$ cat src/hdl/calendar_clock_regs.vh
/*
 Register offsets, control field positions, reset values and divider
 ratios of the calendar clock. Definitions only; included by bare name.
*/
`ifndef CALENDAR_CLOCK_REGS_VH
`define CALENDAR_CLOCK_REGS_VH

// Low byte of the I/O address
`define OFS_SECONDS 8'he0
`define OFS_MIN 8'he1
`define OFS_HRS 8'he2
`define OFS_DOW 8'he3
`define OFS_DOM 8'he4
`define OFS_MON 8'he5
`define OFS_YR 8'he6
`define OFS_CEN 8'he7
`define OFS_ASEC 8'he8
`define OFS_AMIN 8'he9
`define OFS_AHRS 8'hea
`define OFS_ADOW 8'heb
`define OFS_ACTRL 8'hec
`define OFS_CTRL 8'hed

// Clock control fields
`define CTRL_UNLOCK 0
`define CTRL_CLK_SEL 1
`define CTRL_FREQ_SEL 2
`define CTRL_BCD_EN 3
`define CTRL_INT_EN 4
`define CTRL_ALARM 5

// Alarm control fields
`define ACTRL_SECONDS_EN 0
`define ACTRL_MIN_EN 1
`define ACTRL_HRS_EN 2
`define ACTRL_DOW_EN 3

`define CTRL_RESET 5'h00
`define ACTRL_RESET 4'h0

// Source edges per second
`define OSC_EDGES 16'd32768
`define LINE50_EDGES 16'd50
`define LINE60_EDGES 16'd60

`endif

$ cat src/hdl/calendar_clock_with_alarm.v
/*
 Calendar clock with alarm: seconds through century, binary or BCD
 presentation, leap years, four-field alarm, one-second divider fed by a
 32 kHz oscillator or a 50/60 Hz line input on the crystal-out pin.
 Assumes a synchronous I/O port on core_clk with one-cycle read and write
 strobes; both timing sources are asynchronous pins.

 // Behaviour
 // - Separate seconds to century counts advance together as one time value.
 // - Hours run 0 to 23, no AM/PM.
 // - All count and alarm registers read and write in binary or BCD.
 // - Day-of-month wraps at true month length, February 29 in leap years.
 // - Four alarm set-points with enables; alarm when all enabled ones match.
 // - Alarm sets flag; interrupt request only while interrupt enable set.
 // - Reading clock control clears alarm flag and pending interrupt.
 // - Alarm set-points and enables are writable whatever the lock bit.
 // - Alarm compare happens after each once-per-second count increment.
 // - Writing lock bit 0 forces an immediate alarm compare.
 // - Second tick from divider on oscillator or line input, ratio per selection.
 // - Every clock control write restarts the divider.
 // - Clearing the lock bit resets the divider and lets it run.
 // - Lock bit 1 stops counting, counts writable; 0 counts, writes ignored.
 // - System reset leaves the lock bit in the locked state.
 // - Reset clears alarm enables; counts undefined until software writes them.
 // - Seconds count is not changed by system reset.
 // - Format bit 0 gives binary, 1 gives BCD.
 // - BCD seconds: tens 0-5 in [7:4], ones in [3:0]; binary 00h-3Bh.
 // - Day-of-week cycles 1 to 7; day-of-month starts at 1.
*/
`timescale 1ns/1ns
`default_nettype none
`include "calendar_clock_regs.vh"

module calendar_clock_with_alarm #(
   parameter [15:0] OSC_DIV = `OSC_EDGES
) (
   input wire core_clk,
   input wire reset_n,
   input wire [7:0] io_addr,
   input wire io_wr,
   input wire io_rd,
   input wire [7:0] io_wdata,
   output reg [7:0] io_rdata,
   output reg irq,
   input wire osc_32k,
   input wire crystal_out_pin
);

   reg [6:0] lowest_time_unit_count;
   reg [6:0] min;
   reg [6:0] hrs;
   reg [6:0] weekday_count;
   reg [6:0] dom;
   reg [6:0] mon;
   reg [6:0] yr;
   reg [6:0] cen;
   reg [6:0] a_seconds;
   reg [6:0] a_min;
   reg [6:0] a_hrs;
   reg [6:0] a_dow;
   reg [3:0] alarm_en;
   reg unlock;
   reg clk_sel;
   reg freq_sel;
   reg bcd_en;
   reg int_en;
   reg alarm_flag;
   reg cmp_req;
   reg osc_s1;
   reg osc_s2;
   reg osc_prev;
   reg line_s1;
   reg line_s2;
   reg line_prev;
   reg [15:0] div_cnt;
   reg tick;
   reg [6:0] mdays;
   reg [7:0] next_rdata;
   wire ctrl_wr;
   wire ctrl_rd;
   wire src_edge;
   wire [15:0] div_limit;
   wire leap;
   wire [6:0] wr_val;
   wire [3:0] match;
   wire alarm_hit;
   wire alarm_set;
   wire [27:0] alarm_points;
   wire [27:0] alarm_counts;
   genvar field;

   // Counts are kept binary; the format bit only changes how they are seen
   function [7:0] to_fmt;
      input [6:0] v;
      input bcd;
      reg [6:0] t;
      reg [6:0] o;
      begin
         t = v / 7'd10;
         o = v - t * 7'd10;
         to_fmt = bcd ? {t[3:0], o[3:0]} : {1'b0, v};
      end
   endfunction

   // Bad BCD digits are not checked; tens times ten plus ones is stored, past-range values wrap at the next carry
   function [6:0] from_fmt;
      input [7:0] d;
      input bcd;
      begin
         from_fmt = bcd ? ({3'b000, d[7:4]} * 7'd10 + {3'b000, d[3:0]}) : d[6:0];
      end
   endfunction

   assign ctrl_wr = io_wr && (io_addr == `OFS_CTRL);
   assign ctrl_rd = io_rd && (io_addr == `OFS_CTRL);
   assign wr_val = from_fmt(io_wdata, bcd_en);

   // Both sources are pins; two stages before the edge detector
   always @(posedge core_clk or negedge reset_n) begin
      if (!reset_n) begin
         osc_s1 <= 1'b0;
         osc_s2 <= 1'b0;
         osc_prev <= 1'b0;
         line_s1 <= 1'b0;
         line_s2 <= 1'b0;
         line_prev <= 1'b0;
      end else begin
         osc_s1 <= osc_32k;
         osc_s2 <= osc_s1;
         osc_prev <= osc_s2;
         line_s1 <= crystal_out_pin;
         line_s2 <= line_s1;
         line_prev <= line_s2;
      end
   end

   assign src_edge = clk_sel ? (line_s2 & ~line_prev) : (osc_s2 & ~osc_prev);
   assign div_limit = clk_sel ? (freq_sel ? `LINE50_EDGES : `LINE60_EDGES) : OSC_DIV;

   // Divider; a source switch is a control write, so the count restarts from zero
   // Line ratios are fixed; only the oscillator ratio is a parameter
   always @(posedge core_clk or negedge reset_n) begin
      if (!reset_n) begin
         div_cnt <= 16'h0000;
         tick <= 1'b0;
      end else if (ctrl_wr) begin
         div_cnt <= 16'h0000;
         tick <= 1'b0;
      end else if (src_edge) begin
         if (div_cnt >= div_limit - 16'h0001) begin
            div_cnt <= 16'h0000;
            tick <= 1'b1;
         end else begin
            div_cnt <= div_cnt + 16'h0001;
            tick <= 1'b0;
         end
      end else begin
         tick <= 1'b0;
      end
   end

   // Year 00 is a leap year only when the century is a multiple of four
   assign leap = (yr[1:0] == 2'b00) && ((yr != 7'h00) || (cen[1:0] == 2'b00));

   always @* begin
      case (mon)
         7'h02: mdays = leap ? 7'h1d : 7'h1c;
         7'h04, 7'h06, 7'h09, 7'h0b: mdays = 7'h1e;
         default: mdays = 7'h1f;
      endcase
   end

   // Counts hold no reset: they survive system reset
   // Unlocked: frozen and writable; the divider keeps running
   always @(posedge core_clk) begin
      if (unlock) begin
         if (io_wr) begin
            if (io_addr == `OFS_SECONDS) begin
               lowest_time_unit_count <= wr_val;
            end else if (io_addr == `OFS_MIN) begin
               min <= wr_val;
            end else if (io_addr == `OFS_HRS) begin
               hrs <= wr_val;
            end else if (io_addr == `OFS_DOW) begin
               weekday_count <= {3'b000, io_wdata[3:0]};
            end else if (io_addr == `OFS_DOM) begin
               dom <= wr_val;
            end else if (io_addr == `OFS_MON) begin
               mon <= wr_val;
            end else if (io_addr == `OFS_YR) begin
               yr <= wr_val;
            end else if (io_addr == `OFS_CEN) begin
               cen <= wr_val;
            end
         end
      end else if (tick) begin
         if (lowest_time_unit_count < 7'd59) begin
            lowest_time_unit_count <= lowest_time_unit_count + 7'd1;
         end else begin
            lowest_time_unit_count <= 7'd0;
            if (min < 7'd59) begin
               min <= min + 7'd1;
            end else begin
               min <= 7'd0;
               if (hrs < 7'd23) begin
                  hrs <= hrs + 7'd1;
               end else begin
                  hrs <= 7'd0;
                  weekday_count <= (weekday_count >= 7'd7) ? 7'd1 : weekday_count + 7'd1;
                  if (dom < mdays) begin
                     dom <= dom + 7'd1;
                  end else begin
                     dom <= 7'd1;
                     if (mon < 7'd12) begin
                        mon <= mon + 7'd1;
                     end else begin
                        mon <= 7'd1;
                        if (yr < 7'd99) begin
                           yr <= yr + 7'd1;
                        end else begin
                           yr <= 7'd0;
                           cen <= (cen < 7'd99) ? cen + 7'd1 : 7'd0;
                        end
                     end
                  end
               end
            end
         end
      end
   end

   // Set-points keep their value over reset; only the enables clear
   always @(posedge core_clk) begin
      if (io_wr) begin
         if (io_addr == `OFS_ASEC) begin
            a_seconds <= wr_val;
         end else if (io_addr == `OFS_AMIN) begin
            a_min <= wr_val;
         end else if (io_addr == `OFS_AHRS) begin
            a_hrs <= wr_val;
         end else if (io_addr == `OFS_ADOW) begin
            a_dow <= {3'b000, io_wdata[3:0]};
         end
      end
   end

   // Reset locks the clock and clears the enables, not the set-points
   always @(posedge core_clk or negedge reset_n) begin
      if (!reset_n) begin
         alarm_en <= `ACTRL_RESET;
         {int_en, bcd_en, freq_sel, clk_sel, unlock} <= `CTRL_RESET;
      end else begin
         if (io_wr && (io_addr == `OFS_ACTRL)) begin
            alarm_en <= io_wdata[3:0];
         end
         if (ctrl_wr) begin
            unlock <= io_wdata[`CTRL_UNLOCK];
            clk_sel <= io_wdata[`CTRL_CLK_SEL];
            freq_sel <= io_wdata[`CTRL_FREQ_SEL];
            bcd_en <= io_wdata[`CTRL_BCD_EN];
            int_en <= io_wdata[`CTRL_INT_EN];
         end
      end
   end

   assign alarm_points = {a_dow, a_hrs, a_min, a_seconds};
   assign alarm_counts = {weekday_count, hrs, min, lowest_time_unit_count};
   // Field order follows the enable bits: seconds, minutes, hours, weekday
   generate
      for (field = 0; field < 4; field = field + 1) begin : g_field
         assign match[field] = ~alarm_en[field] | (alarm_points[7 * field +: 7] == alarm_counts[7 * field +: 7]);
      end
   endgenerate
   // No enabled field means no alarm rather than one every second
   assign alarm_hit = (alarm_en != 4'h0) && (match == 4'hf);
   assign alarm_set = cmp_req & alarm_hit;

   // Compare one cycle after the counts have settled
   always @(posedge core_clk or negedge reset_n) begin
      if (!reset_n) begin
         cmp_req <= 1'b0;
         alarm_flag <= 1'b0;
         irq <= 1'b0;
      end else begin
         cmp_req <= (tick & ~unlock) | (ctrl_wr & ~io_wdata[`CTRL_UNLOCK]);
         if (alarm_set) begin
            alarm_flag <= 1'b1;
         end else if (ctrl_rd) begin
            alarm_flag <= 1'b0;
         end
         irq <= int_en & (alarm_set | (alarm_flag & ~ctrl_rd));
      end
   end

   // Weekday fields are 1 to 7 in either format, upper nibble zero
   always @* begin
      if (io_addr == `OFS_SECONDS) begin
         next_rdata = to_fmt(lowest_time_unit_count, bcd_en);
      end else if (io_addr == `OFS_MIN) begin
         next_rdata = to_fmt(min, bcd_en);
      end else if (io_addr == `OFS_HRS) begin
         next_rdata = to_fmt(hrs, bcd_en);
      end else if (io_addr == `OFS_DOW) begin
         next_rdata = {4'h0, weekday_count[3:0]};
      end else if (io_addr == `OFS_DOM) begin
         next_rdata = to_fmt(dom, bcd_en);
      end else if (io_addr == `OFS_MON) begin
         next_rdata = to_fmt(mon, bcd_en);
      end else if (io_addr == `OFS_YR) begin
         next_rdata = to_fmt(yr, bcd_en);
      end else if (io_addr == `OFS_CEN) begin
         next_rdata = to_fmt(cen, bcd_en);
      end else if (io_addr == `OFS_ASEC) begin
         next_rdata = to_fmt(a_seconds, bcd_en);
      end else if (io_addr == `OFS_AMIN) begin
         next_rdata = to_fmt(a_min, bcd_en);
      end else if (io_addr == `OFS_AHRS) begin
         next_rdata = to_fmt(a_hrs, bcd_en);
      end else if (io_addr == `OFS_ADOW) begin
         next_rdata = {4'h0, a_dow[3:0]};
      end else if (io_addr == `OFS_ACTRL) begin
         next_rdata = {4'h0, alarm_en};
      end else if (io_addr == `OFS_CTRL) begin
         next_rdata = {2'b00, alarm_flag, int_en, bcd_en, freq_sel, clk_sel, unlock};
      end else begin
         next_rdata = 8'h00;
      end
   end

   // Read data is a flop and holds until the next read strobe
   always @(posedge core_clk or negedge reset_n) begin
      if (!reset_n) begin
         io_rdata <= 8'h00;
      end else if (io_rd) begin
         io_rdata <= next_rdata;
      end
   end

endmodule // calendar_clock_with_alarm
`default_nettype wire

$ cat config.mk
export PLATFORM = sky130hd
export DESIGN_NAME = calendar_clock_with_alarm
export DESIGN_NICKNAME = d
export VERILOG_FILES = /design/src/hdl/calendar_clock_with_alarm.v
export VERILOG_INCLUDE_DIRS = /design/src /design/src/hdl
export SDC_FILE = /design/constraint.sdc
export NUM_CORES = 1
export LEC_CHECK = 0
export BUFFER_PORTS_ARGS = -buffer_cell sky130_fd_sc_hd__buf_2
export CAP_MARGIN = 15
export CORE_MARGIN = 2
export CORE_UTILIZATION = 35
export CTS_BUF_LIST = sky130_fd_sc_hd__clkbuf_2 sky130_fd_sc_hd__clkbuf_4 sky130_fd_sc_hd__clkbuf_8
export DETAILED_ROUTE_END_ITERATION = 6
export PLACE_DENSITY_LB_ADDON = 0.3
export SYNTH_ARGS = -nofsm -noshare
export SYNTH_HDL_FRONTEND = slang
export SYNTH_SLANG_ARGS = --single-unit
$ cat constraint.sdc
create_clock -name core_clk -period 5.8 [get_ports core_clk]
set_clock_uncertainty 0.2 [all_clocks]
set_input_delay 0.58 -clock core_clk [delete_from_list [all_inputs] [get_ports core_clk]]
set_output_delay 0.58 -clock core_clk [all_outputs]
set_load 0.01 [all_outputs]
---- Word level (Yosys, flattened, before mapping) ----
Index checks and enable logic that the tools add are counted.
storage, ports and cells
  input bits .............................. 22
  register bits after elaboration ......... 124
  output and inout port bits .............. 9
operators by class
  multipliers ............................. 11
  magnitude comparators ................... 9
  equality and inequality tests ........... 46
  $add $sub $neg .......................... 21
  div/mod/pow operators ................... 10
  reductions and logical operators ........ 26
  mux-type cells .......................... 130
  bitwise logic cells ..................... 25
operators with widths
  cell                                                                          number
  7-bit two-way mux                                                             93
  8-bit two-way mux                                                             21
  8-bit == test, second input constant                                          14
  7-bit by 4-bit divider with 7-bit output, second input constant               10
  7-bit by 3-bit multiplier with 3-bit output, second input constant            10
  16-bit two-way mux                                                            4
  7-bit by 1-bit adder with 7-bit output, second input constant                 8
  4-bit subtractor                                                              10
  2-bit inequality test, second input constant                                  14
  7-bit == test                                                                 3
  6-bit two-way mux                                                             3
  16-bit by 1-bit adder with 16-bit output, second input constant               1
  16-bit >= comparator                                                          1
  2-bit by 1-bit inequality test with 1-bit output, second input constant       8
  16-bit AND reduction                                                          1
  16-bit by 1-bit subtractor with 16-bit output, second input constant          1
  7-bit by 3-bit == test with 1-bit output, second input constant               2
  7-bit by 4-bit == test with 1-bit output, second input constant               2
  7-bit by 6-bit less-than comparator with 1-bit output, second input constant  2
  7-bit less-than comparator, second input constant                             2
  14-bit AND reduction                                                          1
  1-bit NOT                                                                     12
  12-bit AND reduction                                                          1
  10-bit AND reduction                                                          1
  other kinds (27)                                                              53

---- Depth between registers and ports, before layout ----
  depth after elaboration ................. 15
  mapped depth ............................ 24

---- Worst setup path before layout ----
No wires, ideal clock.
  kind .................................... register to register
  start point ............................. register yr[4]
  end point ............................... register io_rdata[3]
  clock period less this slack ............ 4683 ps
  data arrival time ....................... 4357 ps
  path buffers ............................ 1
  data required time ...................... 5474 ps
  setup slack ............................. 1117 ps
  stages on the path, launching flop included .. 23
  cell sequence ........................... edfxtp_1 -> clkbuf_1 -> nor2b_1 -> a211oi_1 -> a21oi_1 -> a221o_1 -> ha_1 -> nor3b_1 -> a2111oi_0 -> a31oi_1 -> nand3_1 -> ha_1 -> inv_1 -> fa_1 -> inv_1 -> a2111oi_0 -> a2111oi_0 -> and4_1 -> o21ai_1 -> xnor2_1 -> o211ai_1 -> a211oi_1 -> o21ai_1
between the ends
  cells in the longest elaborated chain, start to end .. 11
ends and longest elaborated chain
  item                                         line                             RTL
  start: declaration                           calendar_clock_with_alarm.v:55   reg [6:0] yr;
  start signal: assignment                     calendar_clock_with_alarm.v:191  yr <= wr_val;
  start signal: assignment                     calendar_clock_with_alarm.v:219  yr <= yr + 7'd1;
  7-bit by 4-bit divider with 7-bit output     calendar_clock_with_alarm.v:99   t = v / 7'd10;
  7-bit by 3-bit multiplier with 3-bit output  calendar_clock_with_alarm.v:100  o = v - t * 7'd10;
  4-bit subtractor                             calendar_clock_with_alarm.v:100
  8-bit two-way mux                            calendar_clock_with_alarm.v:101  to_fmt = bcd ? {t[3:0], o[3:0]} : {1'b0, v};
  8-bit two-way mux                            calendar_clock_with_alarm.v:309  end else if (io_addr == `OFS_YR) begin
  8-bit two-way mux                            calendar_clock_with_alarm.v:307  end else if (io_addr == `OFS_MON) begin
  8-bit two-way mux                            calendar_clock_with_alarm.v:305  end else if (io_addr == `OFS_DOM) begin
  8-bit two-way mux                            calendar_clock_with_alarm.v:303  end else if (io_addr == `OFS_DOW) begin
  8-bit two-way mux                            calendar_clock_with_alarm.v:301  end else if (io_addr == `OFS_HRS) begin
  8-bit two-way mux                            calendar_clock_with_alarm.v:299  end else if (io_addr == `OFS_MIN) begin
  8-bit two-way mux                            calendar_clock_with_alarm.v:297  if (io_addr == `OFS_SECONDS) begin
  end signal: assignment                       calendar_clock_with_alarm.v:335  io_rdata <= next_rdata;
  end: declaration                             calendar_clock_with_alarm.v:43   output reg [7:0] io_rdata,
Every way passes these cells.
A chain may end at the register's enable or synchronous reset.

---- Worst setup path after layout ----
  start point ............................. register yr[6]
  end point ............................... register io_rdata[3]
The elaborated chain is that of the path after synthesis.

==> results.md <==
* Reg2reg setup slack at 0.54 ns
* Most frequent cell after synthesis: o21ai_0
* Syn. warnings at 0
* GP Congestion at approximately 0.9
* Max-cap violations at 0
* Post-Syn Instances at 1294
* Initial antenna violation count at 3
* Gr ovfl total at 0
* Critical Path AT at approximately 5.4 ns
* Fmax at between 150 and 200 MHz
* Pwr dens at between 150 and 200 nW/µm²
* Hold depth at 0
* Crit path time final at roughly 5.3 ns
* Cell accounting for the most synthesized area: edfxtp_1
* DRC errors left at 0
* HPWL Detailed at 24050 µm
* Die ar. at about 33000 µm²
* CP Max Fanout at 13
* Initial drt markers at 1040
* Hold Slack at approximately 0.16 ns
* Outcome: finished clean
* Crit. Startpoint: yr[6]
* Row count at between 60 and 70
* I/O pin cnt at 31
* Clock Path Buffers at 2
* Slew HR at around 28%
* Leakage at ~4.6 nW
* Wire per inst at 19.52 µm
* Inserted Clock Buffers at 17
* First-pass GRT wire length at around 52000 µm
* Cell area after synthesis at 11100 µm²
* Top_reg_cell synth: edfxtp_1
* Initial Utilization at 35.34%
* # setup viols final at 0
* Area share of the largest cell type after synthesis at 21.92%
* Final antenna-violating net count at 0
* Reg2reg start: yr[6]
* Die height at ~180 µm
* Register bit total from synthesis at roughly 120
* Largest net degree at the start of global routing at slightly below 70
* Area contributors post-synth: edfxtp_1 (22%), dfrtp_1 (9.7%), ha_1 (7.9%)
* Total Power at about 0.0020 W
* Worst EP required at roughly 5.9 ns
* Vias at between 9000 and 10000
* VDD IR max at ~0.17 mV
* Port-buffer cells at 30
* Async S/R FF share, synth at 34.68%
* Hold path endpoint: line_s2
* Post-route insts no fill at roughly 1700
* Top cell types by occurrence after synthesis: o21ai_0 (113), nand2_1 (93), nor2_1 (84)
* Dpl cells at around 1700
* Die Wd at about 180 µm
* CTS tree: done
* R2R depth at 21
* Share of the yosys chip area belonging to registers at 31.62%
* Final wirelength at between 30000 and 40000 µm
* DR pass1 iterations at 6
* CTS Sinks at roughly 120
* Slew Viols, Final at 0
* Via/cell ratio at between 5 and 6
* Clk_lat worst skew at roughly 0.47 ns
* Vias in the first global route at approximately 9400
* Crit share post-route at 90.69%
* CP Class: register to register
* Setup TNS at 0 ns
* Critical R2R Capture: io_rdata[3]
* GRT Overall Usage at between 20 and 25%
* Post-layout nets at approximately 1400
* CP Launch Type: register
* CTS clk-pin slew, worst paths at about 0.090 ns
* CORE AREA at roughly 31000 µm²
* Unrepaired setup endpoints after global routing: no
* CP endpoint kind: register
* Post-synth EDFFs at 81
* Clock root buffer: clkbuf_8
* H-tree depth at 4
* Yosys cell types at 79
* Worst Tran Pin Value at between 1 and 1.5 ns
* Synthesized area per cell at around 8.6 µm²
* Final hold vios at 0
* Fraction of layout cells with a size suffix above 1 at around 8.6%
* Fillcell total at 3227
* Worst min path class: register to register
* HP Start: line_s1
* Synth-to-Final Area Change at 8.142%
-- registers in the layout (all words and copies together) (netlist names), 4 cells and up --
register and count:
alarm_en 4, io_rdata 8, weekday_count 7, a_seconds 7
lowest_time_unit_count 7, a_hrs 7, dom 7, a_dow 4
cen 7, div_cnt 16, hrs 7, a_min 7
yr 7, min 7, mon 7
-- kinds of logic after synthesis --
logic type | synth area share, %
AOI/OAI and AO/OA | 24.02
xor gates and xnor gates | 6.157
adders and majority gates | 10.42
buffers and inverters | 5.717
DFF | 31.62
muxes | 3.879
other | 0.06768
and+or+nand+nor | 18.12
-- layout by cell type, fill, tap and decap left out, drive strengths merged, types with 7 or more instances in the layout --
| cell | netlist | final |
|---|---|---|
| o21ai | 118 | 118 |
| nand2 | 93 | 93 |
| inv | 75 | 88 |
| nor2 | 85 | 85 |
| edfxtp | 81 | 81 |
| a21oi | 75 | 75 |
| ha | 70 | 70 |
| xnor2 | 60 | 60 |
| buf | 31 | 47 |
| dfrtp | 43 | 43 |
| nand3 | 41 | 41 |
| a31oi | 31 | 31 |
| nor3 | 30 | 30 |
| nand2b | 29 | 29 |
| nor2b | 26 | 26 |
| a211oi | 26 | 26 |
| mux2i | 25 | 25 |
| a21o | 19 | 19 |
| xor2 | 18 | 18 |
| and3 | 18 | 18 |
| clkbuf | 52 | 18 |
| or3 | 17 | 17 |
| mux2 | 16 | 16 |
| o22ai | 15 | 15 |
| nor3b | 14 | 14 |
| o211ai | 13 | 13 |
| fa | 12 | 12 |
| o21bai | 11 | 11 |
| nand4 | 11 | 11 |
| a32oi | 10 | 10 |
| o31ai | 7 | 7 |
-- where the power goes --
group,internal [W],total (W),switching [W]
clock,0.000363,0.000815,0.000451
sequential,0.000960,0.000994,0.0000331
combinational,0.0000763,0.000194,0.000118
total,0.00140,0.00200,0.000602
-- critical path, stage by stage, from the launching register on --
cell and delay [ns]:
edfxtp_1 0.36, buf_4 0.18, nor2b_1 0.16, a211oi_1 0.25, a21oi_1 0.06, a221o_1 0.37, ha_1 0.30, nor3b_1 0.48
a2111oi_0 0.21, a31oi_1 0.28, nand3_1 0.16, ha_1 0.21, inv_1 0.07, fa_1 0.19, inv_1 0.07, a2111oi_1 0.42
and4_1 0.25, o21ai_1 0.09, xnor2_1 0.32, o211ai_1 0.13, a211oi_1 0.27, o21ai_1 0.11
-- cell type report --
| class | count | area (µm²) | area share, % |
|---|---|---|---|
| timing repair buffer | 51 | 327.8 | 2.732 |
| antenna | 4 | 10.01 | 0.08342 |
| tap | 402 | 503.0 | 4.192 |
| sequential | 124 | 3512 | 29.27 |
| inverter | 75 | 281.5 | 2.346 |
| clock buffer | 17 | 234.0 | 1.950 |
| multi-input combinational | 1015 | 6965 | 58.05 |
| clock inverter | 15 | 165.2 | 1.376 |
-- layer usage --
| metal | vias up | part of all wire, % | GRT usage (%) |
|---|---|---|---|
| met5 | - | 0 | 0 |
| met4 | 0 | 2.7 | 7.129 |
| met3 | 56 | 5.7 | 2.934 |
| met2 | 305 | 46 | 31.86 |
| met1 | 4777 | 45 | 27.95 |
| li1 | 4754 | - | - |
-- worst max path at each step --
stage,slack (ns),depth (start not counted),to
3_3_place_gp,0.60,20,io_rdata[3]
5_1_grt,0.02,21,io_rdata[3]
4_1_cts,0.44,21,io_rdata[3]
6_report,0.54,21,io_rdata[3]
3_5_place_dp,0.53,20,io_rdata[3]
2_1_floorplan,1.12,22,io_rdata[3]
-- through the flow --
stage | worst slack (ns) | cell area, µm² | util (%)
detailed placement | 0.5280 | 11480 | 36.56
floorplan | 1.117 | 11110 | -
global placement | 0.6016 | 11480 | 36.56
global route | 0.01879 | 12000 | 38.21
CTS | 0.4400 | 11900 | 37.90
finish | 0.5401 | 12000 | 38.22
-- timing repair --
| item | CTS | global route |
|---|---|---|
| hold buffers | 2 | 1 |
| buffers inserted | 0 | 7 |
| resized for setup | 0 | 1 |
| setup endpoints to repair | 0 | 1 |
| endpoints found under the hold margin | 2 | 15 |
Note: power is estimated with default switching activity, not from simulation.
